### src/rtl/bstap_pkg.sv
package bstap_pkg;

    // ------------------------------------------------------------------
    // Instruction register
    // ------------------------------------------------------------------
    localparam int          IR_LEN         = 10;
    localparam logic [9:0]  IR_CAPTURE     = 10'h001;
    localparam logic [9:0]  OP_SAMPLE      = 10'h005;
    localparam logic [9:0]  OP_EXTEST      = 10'h000;
    localparam logic [9:0]  OP_BYPASS      = 10'h3ff;
    localparam logic [9:0]  OP_IDCODE      = 10'h006;
    localparam logic [9:0]  OP_USERCODE    = 10'h007;
    localparam logic [9:0]  OP_CLAMP       = 10'h00a;
    localparam logic [9:0]  OP_HIGHZ       = 10'h00b;
    localparam logic [9:0]  OP_CONFIG      = 10'h002;

    // ------------------------------------------------------------------
    // Data registers and cells
    // ------------------------------------------------------------------
    localparam int          ID_LEN         = 32;
    localparam int          CELL_BITS      = 3;
    localparam int          CELL_IN        = 0;
    localparam int          CELL_OE        = 1;
    localparam int          CELL_OUT       = 2;
    localparam int          RESET_TMS_HIGH = 5;

    // ------------------------------------------------------------------
    // Port controller states
    // ------------------------------------------------------------------
    typedef enum logic [15:0] {
        ST_RESET     = 16'h0001,
        ST_IDLE      = 16'h0002,
        ST_SEL_DR    = 16'h0004,
        ST_CAP_DR    = 16'h0008,
        ST_SHIFT_DR  = 16'h0010,
        ST_EXIT1_DR  = 16'h0020,
        ST_PAUSE_DR  = 16'h0040,
        ST_EXIT2_DR  = 16'h0080,
        ST_UPD_DR    = 16'h0100,
        ST_SEL_IR    = 16'h0200,
        ST_CAP_IR    = 16'h0400,
        ST_SHIFT_IR  = 16'h0800,
        ST_EXIT1_IR  = 16'h1000,
        ST_PAUSE_IR  = 16'h2000,
        ST_EXIT2_IR  = 16'h4000,
        ST_UPD_IR    = 16'h8000
    } bstap_state_t;

    typedef enum logic [2:0] {
        SEL_BYPASS = 3'h1,
        SEL_BSR    = 3'h2,
        SEL_ID     = 3'h4
    } bstap_sel_t;

endpackage : bstap_pkg

### src/rtl/bstap_chain_if.sv
`timescale 1ns/1ps
`default_nettype none
// Shift controls from the port controller to the boundary-scan chain.
interface bstap_chain_if #(parameter int NPINS = 4);
    logic             capture;
    logic             shift;
    logic             update;
    logic             sdi;
    logic             sdo;
    logic             drive;
    logic             highz;
    modport ctrl  (output capture, output shift, output update, output sdi,
                   output drive, output highz, input sdo);
    modport chain (input capture, input shift, input update, input sdi,
                   input drive, input highz, output sdo);
endinterface : bstap_chain_if
`default_nettype wire

### src/rtl/bstap_chain.sv
`timescale 1ns/1ps
`default_nettype none
module bstap_chain
    import bstap_pkg::*;
#(
    parameter int NPINS = 4
) (
    // Clock and reset
    input  wire logic             clk_i,
    input  wire logic             rst_i,
    // Controls
    bstap_chain_if.chain          bus,
    // Core and pin side
    input  wire logic [NPINS-1:0] core_out_i,
    input  wire logic [NPINS-1:0] core_oe_i,
    input  wire logic [NPINS-1:0] pin_in_i,
    output logic      [NPINS-1:0] pin_out_o,
    output logic      [NPINS-1:0] pin_oe_o
);
    localparam int LEN = NPINS * CELL_BITS;

    logic [LEN-1:0] shreg;
    logic [LEN-1:0] upd;
    logic [LEN-1:0] cap;

    // ------------------------------------------------------------------
    // Three-bit cells, one per pin, chained into one shift path
    // ------------------------------------------------------------------
    genvar g;
    generate
        for (g = 0; g < NPINS; g++) begin : g_cell
            assign cap[g*CELL_BITS+CELL_IN]  = pin_in_i[g];
            assign cap[g*CELL_BITS+CELL_OE]  = core_oe_i[g];
            assign cap[g*CELL_BITS+CELL_OUT] = core_out_i[g];
            always_comb begin
                if (bus.highz) begin // see RULE_09
                    pin_out_o[g] = 1'b0;
                    pin_oe_o[g]  = 1'b0;
                end else if (bus.drive) begin
                    pin_out_o[g] = upd[g*CELL_BITS+CELL_OUT];
                    pin_oe_o[g]  = upd[g*CELL_BITS+CELL_OE];
                end else begin
                    pin_out_o[g] = core_out_i[g];
                    pin_oe_o[g]  = core_oe_i[g];
                end
            end
        end
    endgenerate

    always_ff @(posedge clk_i or posedge rst_i) begin
        if (rst_i) begin
            shreg <= '0;
        end else if (bus.capture) begin
            shreg <= cap;
        end else if (bus.shift) begin
            shreg <= {bus.sdi, shreg[LEN-1:1]}; // see RULE_08
        end
    end

    always_ff @(posedge clk_i or posedge rst_i) begin
        if (rst_i) begin
            upd <= '0;
        end else if (bus.update) begin
            upd <= shreg;
        end
    end

    assign bus.sdo = shreg[0];
endmodule : bstap_chain
`default_nettype wire

### src/rtl/bstap_top.sv
`timescale 1ns/1ps
`default_nettype none
// Behaviour
// RULE_01 - Serial input sampled into the selected path on rising test clock.
// RULE_02 - Serial output changes to the next bit on falling test clock.
// RULE_03 - Serial output undriven whenever nothing is being shifted out.
// RULE_04 - Mode select evaluated and state changes made on rising edge only.
// RULE_05 - Tester changes serial input on falling edges.
// RULE_06 - Tester keeps mode select high when scan is unused.
// RULE_07 - One-bit bypass register is the shortest serial path.
// RULE_08 - Boundary chain is three-bit cells per pin, input to output.
// RULE_09 - User pins float while configuration through the port runs.
// RULE_10 - Loaded instruction picks the operation and the data register.
// RULE_11 - No test reset pin; reset comes only from mode select sequencing.
// RULE_12 - Serial input feeds instruction and data paths; output follows shifted one.
// RULE_13 - Five cycles of mode select high reach test-logic-reset from anywhere.
// RULE_14 - Test-logic-reset disables scan and loads the identification instruction.
// RULE_15 - Instruction register is ten bits long.
// RULE_16 - Output enabled on first falling edge in shift, off on first after.
// RULE_17 - Unimplemented instruction codes select the bypass register.
module bstap_top
    import bstap_pkg::*;
#(
    parameter int          NPINS   = 4,
    parameter logic [31:0] IDCODE  = 32'h1234_5001, // Arbitrary value.
    parameter logic [31:0] USERID  = 32'hffff_ffff
) (
    // Core clock and reset
    input  wire logic             CORE_CLK_I,
    input  wire logic             RST_I,
    // Test port pins
    input  wire logic             TCK_I,
    input  wire logic             TMS_I,
    input  wire logic             TDI_I,
    output logic                  TDO_O,
    output logic                  TDO_OE_O,
    // Configuration status
    input  wire logic             CONFIG_BUSY_I,
    // Core and pin side
    input  wire logic [NPINS-1:0] CORE_OUT_I,
    input  wire logic [NPINS-1:0] CORE_OE_I,
    input  wire logic [NPINS-1:0] PIN_IN_I,
    output logic      [NPINS-1:0] PIN_OUT_O,
    output logic      [NPINS-1:0] PIN_OE_O,
    output logic                  SCAN_MODE_O
);
    bstap_chain_if #(.NPINS(NPINS)) cif ();

    logic [2:0]        tck_s;
    logic [1:0]        tms_s;
    logic [1:0]        tdi_s;
    logic [1:0]        cfg_s;
    logic              rise;
    logic              fall;
    bstap_state_t      state;
    bstap_state_t      next_state;
    logic [IR_LEN-1:0] ir_sh;
    logic [IR_LEN-1:0] ir;
    logic              bypass;
    logic [ID_LEN-1:0] id_sh;
    bstap_sel_t        sel;
    logic              ext_drive;
    logic              ext_highz;
    logic              tdo_bit;
    logic [NPINS-1:0]  pin_out;
    logic [NPINS-1:0]  pin_oe;
    logic [NPINS-1:0]  pin_s0;
    logic [NPINS-1:0]  pin_s1;
    logic              scan_float;

    // ------------------------------------------------------------------
    // Pin synchronisers and test clock edges
    // ------------------------------------------------------------------
    always_ff @(posedge CORE_CLK_I or posedge RST_I) begin
        if (RST_I) begin
            tck_s <= '0;
            tms_s <= '1;
            tdi_s <= '1;
            cfg_s <= '0;
            pin_s0 <= '0;
            pin_s1 <= '0;
        end else begin
            tck_s <= {tck_s[1:0], TCK_I};
            tms_s <= {tms_s[0], TMS_I};
            tdi_s <= {tdi_s[0], TDI_I};
            cfg_s <= {cfg_s[0], CONFIG_BUSY_I};
            pin_s0 <= PIN_IN_I;
            pin_s1 <= pin_s0;
        end
    end

    // The test clock must be well under a quarter of the core rate.
    assign rise = tck_s[1] & ~tck_s[2];
    assign fall = ~tck_s[1] & tck_s[2];

    // ------------------------------------------------------------------
    // Port controller
    // ------------------------------------------------------------------
    always_comb begin
        case (state)
            ST_RESET:    next_state = tms_s[1] ? ST_RESET    : ST_IDLE; // see RULE_13
            ST_IDLE:     next_state = tms_s[1] ? ST_SEL_DR   : ST_IDLE;
            ST_SEL_DR:   next_state = tms_s[1] ? ST_SEL_IR   : ST_CAP_DR;
            ST_CAP_DR:   next_state = tms_s[1] ? ST_EXIT1_DR : ST_SHIFT_DR;
            ST_SHIFT_DR: next_state = tms_s[1] ? ST_EXIT1_DR : ST_SHIFT_DR;
            ST_EXIT1_DR: next_state = tms_s[1] ? ST_UPD_DR   : ST_PAUSE_DR;
            ST_PAUSE_DR: next_state = tms_s[1] ? ST_EXIT2_DR : ST_PAUSE_DR;
            ST_EXIT2_DR: next_state = tms_s[1] ? ST_UPD_DR   : ST_SHIFT_DR;
            ST_UPD_DR:   next_state = tms_s[1] ? ST_SEL_DR   : ST_IDLE;
            ST_SEL_IR:   next_state = tms_s[1] ? ST_RESET    : ST_CAP_IR;
            ST_CAP_IR:   next_state = tms_s[1] ? ST_EXIT1_IR : ST_SHIFT_IR;
            ST_SHIFT_IR: next_state = tms_s[1] ? ST_EXIT1_IR : ST_SHIFT_IR;
            ST_EXIT1_IR: next_state = tms_s[1] ? ST_UPD_IR   : ST_PAUSE_IR;
            ST_PAUSE_IR: next_state = tms_s[1] ? ST_EXIT2_IR : ST_PAUSE_IR;
            ST_EXIT2_IR: next_state = tms_s[1] ? ST_UPD_IR   : ST_SHIFT_IR;
            ST_UPD_IR:   next_state = tms_s[1] ? ST_SEL_DR   : ST_IDLE;
            default:     next_state = ST_RESET;
        endcase
    end

    // RST_I stands for power-up; there is no test reset pin.
    always_ff @(posedge CORE_CLK_I or posedge RST_I) begin // see RULE_11
        if (RST_I) begin
            state <= ST_RESET;
        end else if (rise) begin
            state <= next_state; // see RULE_04
        end
    end

    // ------------------------------------------------------------------
    // Instruction register
    // ------------------------------------------------------------------
    always_ff @(posedge CORE_CLK_I or posedge RST_I) begin
        if (RST_I) begin
            ir_sh <= IR_CAPTURE;
        end else if (rise && state == ST_CAP_IR) begin
            ir_sh <= IR_CAPTURE;
        end else if (rise && state == ST_SHIFT_IR) begin
            ir_sh <= {tdi_s[1], ir_sh[IR_LEN-1:1]}; // see RULE_15
        end
    end

    always_ff @(posedge CORE_CLK_I or posedge RST_I) begin
        if (RST_I) begin
            ir <= OP_IDCODE;
        end else if (state == ST_RESET) begin
            ir <= OP_IDCODE; // see RULE_14
        end else if (rise && state == ST_UPD_IR) begin
            ir <= ir_sh;
        end
    end

    always_comb begin
        case (ir) // see RULE_10
            OP_SAMPLE, OP_EXTEST, OP_CLAMP: sel = SEL_BSR;
            OP_IDCODE, OP_USERCODE:         sel = SEL_ID;
            default:                        sel = SEL_BYPASS; // see RULE_17
        endcase
    end

    // Scan circuitry stays off in test-logic-reset.
    assign ext_drive = (state != ST_RESET) && (ir == OP_EXTEST || ir == OP_CLAMP);
    assign scan_float = (state != ST_RESET) && (ir == OP_HIGHZ);
    assign ext_highz = cfg_s[1] || scan_float; // see RULE_09

    // ------------------------------------------------------------------
    // Data registers
    // ------------------------------------------------------------------
    always_ff @(posedge CORE_CLK_I or posedge RST_I) begin
        if (RST_I) begin
            bypass <= 1'b0;
        end else if (rise && state == ST_CAP_DR) begin
            bypass <= 1'b0;
        end else if (rise && state == ST_SHIFT_DR && sel == SEL_BYPASS) begin
            bypass <= tdi_s[1]; // see RULE_07
        end
    end

    always_ff @(posedge CORE_CLK_I or posedge RST_I) begin
        if (RST_I) begin
            id_sh <= '0;
        end else if (rise && state == ST_CAP_DR) begin
            id_sh <= (ir == OP_USERCODE) ? USERID : IDCODE;
        end else if (rise && state == ST_SHIFT_DR && sel == SEL_ID) begin
            id_sh <= {tdi_s[1], id_sh[ID_LEN-1:1]}; // see RULE_01
        end
    end

    assign cif.capture = rise && state == ST_CAP_DR && sel == SEL_BSR;
    assign cif.shift   = rise && state == ST_SHIFT_DR && sel == SEL_BSR;
    assign cif.update  = rise && state == ST_UPD_DR && sel == SEL_BSR;
    assign cif.sdi     = tdi_s[1]; // see RULE_12
    assign cif.drive   = ext_drive;
    assign cif.highz   = ext_highz;

    bstap_chain #(.NPINS(NPINS)) u_chain (
        .clk_i      (CORE_CLK_I),
        .rst_i      (RST_I),
        .bus        (cif),
        .core_out_i (CORE_OUT_I),
        .core_oe_i  (CORE_OE_I),
        .pin_in_i   (pin_s1),
        .pin_out_o  (pin_out),
        .pin_oe_o   (pin_oe)
    );

    // ------------------------------------------------------------------
    // Serial output, driven from falling test clock edges
    // ------------------------------------------------------------------
    always_comb begin
        if (state == ST_SHIFT_IR) begin
            tdo_bit = ir_sh[0]; // see RULE_12
        end else begin
            case (sel)
                SEL_BSR: tdo_bit = cif.sdo;
                SEL_ID:  tdo_bit = id_sh[0];
                default: tdo_bit = bypass;
            endcase
        end
    end

    always_ff @(posedge CORE_CLK_I or posedge RST_I) begin
        if (RST_I) begin
            TDO_O    <= 1'b0;
            TDO_OE_O <= 1'b0;
        end else if (fall) begin
            TDO_O    <= tdo_bit; // see RULE_02
            TDO_OE_O <= (state == ST_SHIFT_IR) || (state == ST_SHIFT_DR); // see RULE_03 RULE_16
        end
    end

    always_ff @(posedge CORE_CLK_I or posedge RST_I) begin
        if (RST_I) begin
            PIN_OUT_O   <= '0;
            PIN_OE_O    <= '0;
            SCAN_MODE_O <= 1'b0;
        end else begin
            PIN_OUT_O   <= pin_out;
            PIN_OE_O    <= pin_oe;
            // High whenever scan logic rather than the core owns the pins.
            SCAN_MODE_O <= ext_drive || scan_float;
        end
    end
endmodule : bstap_top
`default_nettype wire

### config.mk
export PLATFORM = sky130hd
export DESIGN_NAME = bstap_top
export DESIGN_NICKNAME = d
export VERILOG_FILES = /design/src/rtl/bstap_pkg.sv /design/src/rtl/bstap_chain_if.sv /design/src/rtl/bstap_chain.sv /design/src/rtl/bstap_top.sv
export SDC_FILE = /design/constraint.sdc
export NUM_CORES = 1
export LEC_CHECK = 0
export ABC_AREA = 1
export ABC_CLOCK_PERIOD_IN_PS = 4000
export CAP_MARGIN = 20
export CORE_MARGIN = 5
export CORE_UTILIZATION = 55
export DETAILED_ROUTE_END_ITERATION = 12
export DONT_BUFFER_PORTS = 1
export MAX_ROUTING_LAYER = met4
export PLACE_DENSITY = 0.79
export SLEW_MARGIN = 25
export SYNTH_ARGS = -nofsm -noshare
export SYNTH_HDL_FRONTEND = slang
export SYNTH_HIERARCHICAL = 1
export SYNTH_SLANG_ARGS = --single-unit
export TNS_END_PERCENT = 30
### constraint.sdc
create_clock -name CORE_CLK_I -period 4 [get_ports CORE_CLK_I]
set_input_delay 0.8 -clock CORE_CLK_I [delete_from_list [all_inputs] [get_ports CORE_CLK_I]]
set_output_delay 0.8 -clock CORE_CLK_I [all_outputs]
set_load 0.005 [all_outputs]
* Yosys cells after proc, flatten, opt, wreduce, memory -nomap -nowiden
Cells that the tools add are included.
** Cells by class
- Eq/ne operators :: 25
- Muxes and demuxes :: 43
- Bitwise operators :: 4
- Reduce and logical (&&, ||, !) cells :: 28
** Operator list (number)
- 16-bit case mux with 12 select lines :: 1
- 32-bit 2-to-1 mux :: 3
- 10-bit 2-to-1 mux :: 5
- 16-bit 2-to-1 mux :: 2
- 10-bit by 3-bit == test with 1-bit output (second input constant) :: 3
- 12-bit 2-to-1 mux :: 2
- 10-bit by 4-bit == test with 1-bit output (second input constant) :: 2
- 1-bit 2-to-1 mux :: 19
- 9-bit 2-to-1 mux :: 2
- 16-bit by 1-bit == test with 1-bit output (second input constant) :: 1
- 16-bit by 10-bit == test with 1-bit output (second input constant) :: 1
- 16-bit by 11-bit == test with 1-bit output (second input constant) :: 1
- 16-bit by 12-bit == test with 1-bit output (second input constant) :: 1
- 16-bit by 13-bit == test with 1-bit output (second input constant) :: 1
- 16-bit by 14-bit == test with 1-bit output (second input constant) :: 1
- 16-bit by 15-bit == test with 1-bit output (second input constant) :: 1
- 16-bit == test (second input constant) :: 1
- 16-bit by 2-bit == test with 1-bit output (second input constant) :: 1
- 16-bit by 3-bit == test with 1-bit output (second input constant) :: 1
- 16-bit by 4-bit == test with 1-bit output (second input constant) :: 1
- 16-bit by 5-bit == test with 1-bit output (second input constant) :: 1
- 16-bit by 6-bit == test with 1-bit output (second input constant) :: 1
- 16-bit by 7-bit == test with 1-bit output (second input constant) :: 1
- 16-bit by 8-bit == test with 1-bit output (second input constant) :: 1
- 22 further kinds :: 46
** Word-level totals
- Flip-flop bits (word level) :: 121
- Bits of input ports :: 18
- Word-level logic and storage cells :: 118

* Longest topological paths before layout
Gate-level depths: netlist of the first run.
- Word-level depth :: 7
- Depth in mapped cells :: 14
- Mapped depth without buffers :: 13

* Cells and area by module
The synthesis of the first run kept the hierarchy.
** Modules (own cells, without submodules)
- bstap_top :: times used 1, cells each 504, area each 4396.7 µm², seq. area each 2437.3 µm²
- bstap_chain :: times used 1, cells each 130, area each 973.4 µm², seq. area each 500.5 µm²

* Worst setup path before layout of the first run
Ideal clock, no wire load.
- Path kind :: reg-to-reg
- From :: register ir[9]
- To :: register u_chain.upd[10]
- Setup time :: 0.128 ns
- Arrival time :: 1.926 ns
- Setup slack :: 1.946 ns
- Stages on the path, launching flop included :: 11
- Buffers on the path :: 1
- Period minus slack after synthesis :: 2.054 ns
- Cell sequence :: dfrtp_1 > or2_1 > nand3b_1 > inv_1 > nand4_1 > nand2_1 > ha_1 > inv_1 > nor3_1 > buf_2 > o21ai_0
** Between the ends
- Cells in the longest elaborated chain, start to end :: 5
- Elaborated cells on any way between the ends :: 10
- Classes of those cells :: eq/ne (5); mux (1); reduce/logical (4)
** RTL lines
- from (decl) :: RTL line bstap_top.sv:58 : logic [IR_LEN-1:0] ir;
- from (signal assigned) :: RTL line bstap_top.sv:149 : ir <= ir_sh;
- 10-bit by 4-bit == test with 1-bit output, or another cell as far along :: RTL line bstap_top.sv:154 : case (ir)
- 3-bit OR reduction or 2-bit OR reduction (tied branches) :: RTL line bstap_top.sv:154
- 3-bit case mux with 2 select lines (*) :: RTL line bstap_top.sv:154
- 3-bit by 2-bit == test with 1-bit output (*) :: RTL line bstap_top.sv:191 : assign cif.update = rise && state == ST_UPD_DR && sel == SEL_BSR;
- 1-bit logical AND (*) :: RTL line bstap_top.sv:191
- net cif.update :: RTL line bstap_chain_if.sv:7 : logic update;
- to (signal assigned) :: RTL line bstap_chain.sv:64 : upd <= shreg;
- to (decl) :: RTL line bstap_chain.sv:23 : logic [LEN-1:0] upd;
The timed path passes the listed nets; every way through them passes the cells marked *.
A chain may end at the register's enable or synchronous reset.

* Worst setup path after layout of the first run
- From :: register ir[9]
- To :: register u_chain.shreg[10]
** Between the ends
- Cells in the longest elaborated chain, start to end :: 6
- Elaborated cells on any way between the ends :: 13
- Classes of those cells :: eq/ne (5); mux (2); reduce/logical (6)
** RTL lines
- 10-bit by 4-bit == test with 1-bit output, or another cell as far along :: RTL line bstap_top.sv:154
- 3-bit OR reduction or 2-bit OR reduction (tied branches) :: RTL line bstap_top.sv:154
- 3-bit case mux with 2 select lines (*) :: RTL line bstap_top.sv:154
- 3-bit by 2-bit == test with 1-bit output (*) :: RTL line bstap_top.sv:189 : assign cif.capture = rise && state == ST_CAP_DR && sel == SEL_BSR;
- 1-bit logical AND (*) :: RTL line bstap_top.sv:189
- net cif.capture :: RTL line bstap_chain_if.sv:5 : logic capture;
- 12-bit 2-to-1 mux or 2-bit nonzero test (tied branches)
- to (signal assigned) :: RTL line bstap_chain.sv:54 : shreg <= cap;
- to (signal assigned) :: RTL line bstap_chain.sv:56 : shreg <= {bus.sdi, shreg[LEN-1:1]};
- to (decl) :: RTL line bstap_chain.sv:22 : logic [LEN-1:0] shreg;
Marked as above.

==> out/summary.txt, run 1 <==
Part of the cycle the worst path needs -> 0.689
Largest area contributor in the netlist -> dfrtp_1
Sequential area share after synthesis -> 0.547
Hpwl dp -> 6870 microns
Synth top area cells -> dfrtp_1 51%, nand2_1 17%, nand3_1 4.8%, dfstp_2 3.9%, inv_1 3.4%
Min-Delay Path Class -> in2async
Avg WL per Cell -> 13.6 microns
Std cell rows -> 36
Setup-failing EPs final -> 0
GRT Util Overall -> 0.207
Antenna violations before repair -> 0
H-Tree Depth -> 4
Fin Setup TNS -> 0 ns
Share of cells above drive strength 1 -> 0.119
Fin worst setup slack -> 1.24 ns
Post-synth EDFFs -> 0
# IOs -> 29
Fill count -> 819
Final Skew -> 0.00621 ns
Run status -> complete, no violations
Int Pwr -> 2.24 mW
Min cycle time layout -> 2.76 ns
CTS resizes -> 0
Die Footprint -> 11,800 sq um
CP Class -> reg2reg
DR vias -> 4,072
Peak VDD IR -> 0.351 mV
DP Area -> 5410 sq um
Slew HR -> 0.359
PortBufs -> 0
Crit path max fanout -> 14
TritonCTS Sinks -> 117
Remaining antenna violation count -> 0
Pwr/cell area -> 506 nW/um^2
Syn Nets -> 656
Post-Syn Area -> 5370 sq um
DR pass1 iterations -> 5
Sw frac -> 0.257
RSZ-0062 raised after global routing -> false
Area growth, synth to finish -> 11.0%
Internal reg-to-reg setup slack -> 1.24 ns
Crit path DAT -> 3.17 ns
Synth warn -> 6
Top_reg_cell synth -> dfrtp_1
Final nets -> 655
Final Util -> 0.618
Gr ovfl total -> 0
Initial cell density of the core -> 0.557
Total power -> 3.02 mW
Final wirelength -> 10,600 microns
Async SR Flop Fraction -> 1.00
Multi-input gate area -> 2080 sq um
Hold_buf cts -> 0
Syn Inst Count -> 634
FF/Latch Area -> 2940 sq um
Number of vias per cell -> 5.23
DIE WIDTH -> 109 microns
Clk_lat worst skew -> 0.52 ns
Clock transition at path regs -> 0.06 ns
Max Clk Rate -> 0.363 GHz
First-pass GRT wire length -> 18,600 microns
Most instantiated library cell after synthesis -> nand2_1
TritonCTS clock tree -> done
CP Launch Type -> flop
Root Buffer -> clkbuf_8
Clock Power Share -> 0.465
1st-iter DRT viols -> 422
Sequential Power Share -> 0.432
Leakage power -> 2.99 nW
Die Ht -> 109 microns
Mapped Avg Cell Area -> 8.47 sq um
GP Congestion -> 0.932
List of most frequent post-synthesis cells -> 238 x nand2_1, 109 x dfrtp_1, 52 x nand3_1, 48 x inv_1, 33 x nor2_1
Vias in the first global route -> 4,015
Synth top area share -> 0.508
DRC Markers -> 0
Largest net degree at the start of global routing -> 89
Logic pwr share -> 0.102
Final Slew Violations -> 0
Final Cell Area -> 5960 sq um
Number of diodes -> 0
Worst-margin pin slew -> 0.958 ns
P_sw -> 774 uW
Netlist cell types -> 41
CTS Buf Count -> 17
Postcts setup bufs -> 0
Core region area -> 9640 sq um
Maxcap violations -> 0
CTS Buffer Depth -> 2
CP Data Required Time -> 4.41 ns
Crit. End Element -> flop
Synth Register Bits -> 117
Final Hold Viols -> 0
DP Worst Slack -> 1.29 ns
## logic make-up (layout without fill, tap and decap cells)
kind of cell,Yosys count,in the layout,share of synthesized area
AO/OA/AOI/OAI,65,65,0.0676
XOR/XNOR,1,1,0.00163
adder cells (fa/ha/maj),4,4,0.00932
buffers and inverters,78,90,0.0662
flip-flops,117,117,0.547
multiplexers,1,1,0.00210
AND/OR/NAND/NOR,368,368,0.306
## registers in the layout, summed over array words and instances, names as in the netlist, 3 cells and up
name	count
state	16
ir_sh	10
id_sh	32
u_chain/shreg	12
tck_s	3
pin_s0	4
pin_s1	4
ir	10
PIN_OUT_O	4
u_chain/upd	8
PIN_OE_O	4
## worst paths after layout
check / startpoint / endpoint / depth (start not counted)
worst max-delay path: ir[9]$_DFFE_PP0P_ / u_chain/shreg[10]$_DFFE_PP0P_ / 13
worst min-delay path: RST_I / cfg_s[0]$_DFF_PP0_ / 1
worst max register to register: ir[9]$_DFFE_PP0P_ / u_chain/shreg[10]$_DFFE_PP0P_ / 13
min in group CORE_CLK_I: TDI_I / tdi_s[0]$_DFF_PP1_ / 0
max in group asynchronous: RST_I / PIN_OE_O[1]$_DFF_PP0_ / 2
worst min register to register: cfg_s[0]$_DFF_PP0_ / cfg_s[1]$_DFF_PP0_ / 0
## power groups by stage
| stage | combinational [mW] | clock, mW | sequential, mW |
|---|---|---|---|
| after floorplan | 0.250 | 0 | 1.31 |
| after global placement | 0.293 | 0 | 1.32 |
| after detailed placement | 0.305 | 0 | 1.32 |
| after CTS | 0.309 | 1.43 | 1.30 |
| after global routing | 0.351 | 1.49 | 1.31 |
| final | 0.309 | 1.40 | 1.30 |
## cell type report
type | instances | area share
clock buffers | 22 | 0.0743
repair buffers | 2 | 0.00252
flip-flops and latches | 117 | 0.493
clock inverters | 10 | 0.0178
well taps | 133 | 0.0279
multi-input cells | 439 | 0.348
inverters | 56 | 0.0361
## per-stage QoR
| stage | std cells | hold slack, ns |
|---|---|---|
| 6_report | 779 | 0.267 |
| 5_1_grt | 779 | 0.239 |
| 3_5_place_dp | 747 | 0.335 |
| 2_1_floorplan | 634 | 0.331 |
| 3_3_place_gp | 747 | 0.334 |
| 4_1_cts | 779 | 0.247 |
## layout by cell type (no fill, tap or decap), types with 2 or more instances in the layout
cell | netlist | final
clkbuf_16 | 0 | 16
ha_1 | 4 | 4
nand3_2 | 4 | 4
bufinv_16 | 0 | 2
nand3_1 | 52 | 52
clkinv_2 | 0 | 6
nand4_1 | 3 | 3
nor3_1 | 8 | 8
a21oi_1 | 16 | 16
nor2_1 | 33 | 33
clkbuf_1 | 2 | 4
nor2_2 | 8 | 8
dfrtp_1 | 109 | 109
o21a_1 | 7 | 7
nand2_4 | 3 | 3
inv_1 | 48 | 47
nand2_2 | 5 | 5
o21ai_1 | 7 | 7
o21ai_0 | 23 | 23
clkbuf_8 | 0 | 2
dfstp_2 | 8 | 8
nand2_1 | 238 | 238
nor2_4 | 4 | 4
nand3_4 | 2 | 2
buf_4 | 3 | 2
o22ai_1 | 8 | 8
inv_2 | 7 | 7
## layer usage
layer / wire [microns] / global-route usage
met1: 4690 / 0.254
met2: 5200 / 0.322
met3: 517 / 0.0639
met4: 177 / 0.0803
met5: 0 / -
## critical path: stages, from the launching register on
cell and delay (ns):
dfrtp_1 0.39, or2_1 0.23, nand3b_1 0.22, inv_1 0.10
nand4_1 0.10, nand2_1 0.13, ha_1 0.16, inv_1 0.05
nor2_1 0.73, inv_2 0.25, nand2_1 0.13, nand2_1 0.05
nand2_1 0.06, nand2_1 0.05
No activity file was read; power rests on OpenSTA's default activity.
==> run 2: changes to the inputs <==
--- a/config.mk
+++ b/config.mk
@@ -6,14 +6,14 @@
 export NUM_CORES = 1
 export LEC_CHECK = 0
 export ABC_AREA = 1
-export ABC_CLOCK_PERIOD_IN_PS = 4000
+export ABC_CLOCK_PERIOD_IN_PS = 2240
 export CAP_MARGIN = 20
 export CORE_MARGIN = 5
 export CORE_UTILIZATION = 55
 export DETAILED_ROUTE_END_ITERATION = 12
 export DONT_BUFFER_PORTS = 1
 export MAX_ROUTING_LAYER = met4
-export PLACE_DENSITY = 0.79
+export PLACE_DENSITY = 0.82
 export SLEW_MARGIN = 25
 export SYNTH_ARGS = -nofsm -noshare
 export SYNTH_HDL_FRONTEND = slang
==> constraint.sdc (replaced) <==
create_clock -name CORE_CLK_I -period 2.24 [get_ports CORE_CLK_I]
set_input_delay 0.448 -clock CORE_CLK_I [delete_from_list [all_inputs] [get_ports CORE_CLK_I]]
set_output_delay 0.448 -clock CORE_CLK_I [all_outputs]
set_load 0.005 [all_outputs]
==> run 2 against run 1 <==
Effect of this change: critical path depth decreased by 1; worst setup slack got worse by 1.2 ns; combinational power increased by 110%; total power increased by 87%; clock-buffer cell count increased by 1; critical path type unchanged; highest routed layer unchanged; maximum frequency increased by 28%; sequential cell count unchanged; clock power increased by 91%; first-iteration DRC count decreased by 16%; non-clock buffer count increased by 30; cell count increased by 3.9%.
==> out/summary.txt, run 2 (synthesized netlist as in run 1, its figures left out) <==
Commonest non-fill, non-tap cell in the layout -> nand2_1
# IOs -> 29 (unchanged)
Clk_lat worst skew -> 0.53 ns (about the same)
Die Footprint -> 11,800 sq um (unchanged)
Final Util -> 0.655 (+0.0367)
CTS Buf Count -> 17 (unchanged)
Critical Path Stages -> 12 (-1)
Max Clk Rate -> 0.463 GHz (+28%)
DP Area -> 5580 sq um (+3.0%)
Setup-failing EPs final -> 0 (unchanged)
Min cycle time layout -> 2.16 ns (-0.597 ns)
Part of the cycle the worst path needs -> 0.964 (+0.275)
Largest delay share family, worst path -> simple AND/OR/NAND/NOR gates
Final Cell Area -> 6310 sq um (+5.9%)
Peak VDD IR -> 0.512 mV (+46%)
DRC Markers -> 0 (unchanged)
TritonCTS clock tree -> done
H-Tree Depth -> 4 (unchanged)
Number of diodes -> 0 (unchanged)
Max FFs per register -> 32 (unchanged)
Worst Path Buf+Inv -> 2 (-1)
1st-iter DRT viols -> 354 (-16%)
Antenna violations before repair -> 0 (unchanged)
Initial cell density of the core -> 0.557 (unchanged)
TritonCTS Sinks -> 117 (unchanged)
PortBufs -> 0 (unchanged)
DR vias -> 4,344 (+6.7%)
Maxcap violations -> 0 (unchanged)
Run status -> complete, no violations
GRT Util Overall -> 0.228 (+0.0211)
CP Data Required Time -> 2.66 ns (-1.75 ns)
Avg WL per Cell -> 14.7 microns (+7.9%)
Core region area -> 9640 sq um (unchanged)
Crit path DAT -> 2.58 ns (-0.59 ns)
Die Ht -> 109 microns (unchanged)
Biggest registers after layout -> id_sh x32, state x16, u_chain/shreg x12
Final nets -> 685 (+4.6%)
CTS Buffer Depth -> 2 (unchanged)
WHS -> 0.0469 ns (-0.220 ns)
GP Congestion -> 0.885 (-5.0%)
Root Buffer -> clkbuf_8
Final Slew Violations -> 0 (unchanged)
Clock transition at path regs -> 0.06 ns (about the same)
Share of cells above drive strength 1 -> 0.157 (+0.0376)
CP Launch Type -> flop
DR pass1 iterations -> 5 (unchanged)
Final wirelength -> 11,900 microns (+12%)
Top reg by flops -> id_sh
Slowest CP cell -> dfrtp_1
CP Class -> reg2reg
Most frequent cells in the layout -> 237 x nand2_1, 109 x dfrtp_1, 51 x nand3_1, 47 x inv_1, 32 x nor2_1
Leakage power -> 3.15 nW (+5.3%)
Final Skew -> 0.0167 ns (+0.0105 ns)
CP max stage delay -> 0.39 ns (-0.34 ns)
Worst-path cell chain -> or2_1 > nand3b_1 > inv_1 > nand4_1 > nand2_2 > inv_1 > ha_2 > nand2_1 > nand2_1 > mux2_2 > a21oi_2 > nor2_1
RSZ-0062 raised after global routing -> true
Hold path cells -> 2
Number of vias per cell -> 5.37 (+2.7%)
Hpwl dp -> 7610 microns (+11%)
Crit. End Element -> flop
Vias in the first global route -> 4,301 (+7.1%)
Largest net degree at the start of global routing -> 45 (-49%)
First-pass GRT wire length -> 20,200 microns (+8.3%)
Pwr/cell area -> 894 nW/um^2 (+77%)
Depth of the worst register-to-register path -> 12 (-1)
Slew HR -> 0.493 (+0.134)
DIE WIDTH -> 109 microns (unchanged)
Min-Delay Path Class -> in2reg
Std cell rows -> 36 (unchanged)
Area growth, synth to finish -> 17.6%
Gr ovfl total -> 0 (unchanged)
Crit path max fanout -> 3 (-11)
Final Hold Viols -> 0 (unchanged)
Worst-margin pin slew -> 0.758 ns (-0.199 ns)
Remaining antenna violation count -> 0 (unchanged)
run 2: changes by cell type in the layout (fill, tap and decap cells not counted), moves of 2 or more:
cell / change
clkinvlp_4: +2
buf_4: +18
nor3_1: -2
nor3_2: +2
buf_12: +3
dlygate4sd3_1: +9
run 2: final timing paths:
check / slack [ns] / start / end
setup reg to reg: 0.08 / ir[5]$_DFFE_PP0P_ / TDO_O$_DFFE_PP0P_
hold / removal: 0.05 / CORE_OUT_I[2] / u_chain/shreg[8]$_DFFE_PP0P_
setup / recovery: 0.08 / ir[5]$_DFFE_PP0P_ / TDO_O$_DFFE_PP0P_
hold reg to reg: 0.35 / pin_s0[1]$_DFF_PP0_ / pin_s1[1]$_DFF_PP0_
max in group asynchronous: 0.97 / RST_I / tms_s[1]$_DFF_PP1_
min in group asynchronous: 0.55 / RST_I / pin_s1[3]$_DFF_PP0_
run 2: cell type report:
type,count,area [sq um]
fill,758,3320
sequential,117,2940
multi-input combinational,439,2110
clock buffer,23,457
timing repair buffer,32,300
inverter,56,219
tap,133,166
clock inverter,9,126
run 2: metrics by stage:
stage	setup WS, ns	total power, mW	std cells	TNS, ns
2_1_floorplan	0.186	2.79	634	0
3_3_place_gp	0.189	2.92	764	0
3_5_place_dp	0.0396	2.95	764	0
4_1_cts	0.0363	5.66	805	0
5_1_grt	-0.0222	5.87	809	-0.0352
6_report	0.0809	5.65	809	0
run 2: timing repair:
| action | 4_1_cts | 5_1_grt |
|---|---|---|
| cloned | 0 | 0 |
| hold buffers | 9 | 0 |
| hold endpoints to repair | 56 | 0 |
| endpoints found under the setup margin | 1 | 57 |
| gates resized for setup | 1 | 9 |
| buffers inserted | 0 | 4 |
| pin swaps | 0 | 1 |
run 2: metal layers:
metal  wire, microns  up-vias  GRT usage  part of all wire
li1                -     2074          -                 -
met5               0        -          -                 0
met3             576       36     0.0716             0.049
met4             271        0      0.103             0.023
met2            6040      142      0.361              0.51
met1            4970     2092      0.268              0.42
run 2: worst register-to-register path: stages, from the launching register on:
cell      delay, ns
dfrtp_1        0.39
or2_1          0.21
nand3b_1       0.20
inv_1          0.11
nand4_1        0.14
nand2_2        0.14
inv_1          0.07
ha_2           0.20
nand2_1        0.07
nand2_1        0.06
mux2_2         0.28
a21oi_2        0.14
nor2_1         0.05
run 2: power breakdown:
group          total, mW  switching (mW)  internal, mW
logic              0.634           0.421         0.213
clock network       2.68           0.935          1.75
registers           2.33          0.0866          2.25
total               5.65            1.44          4.20
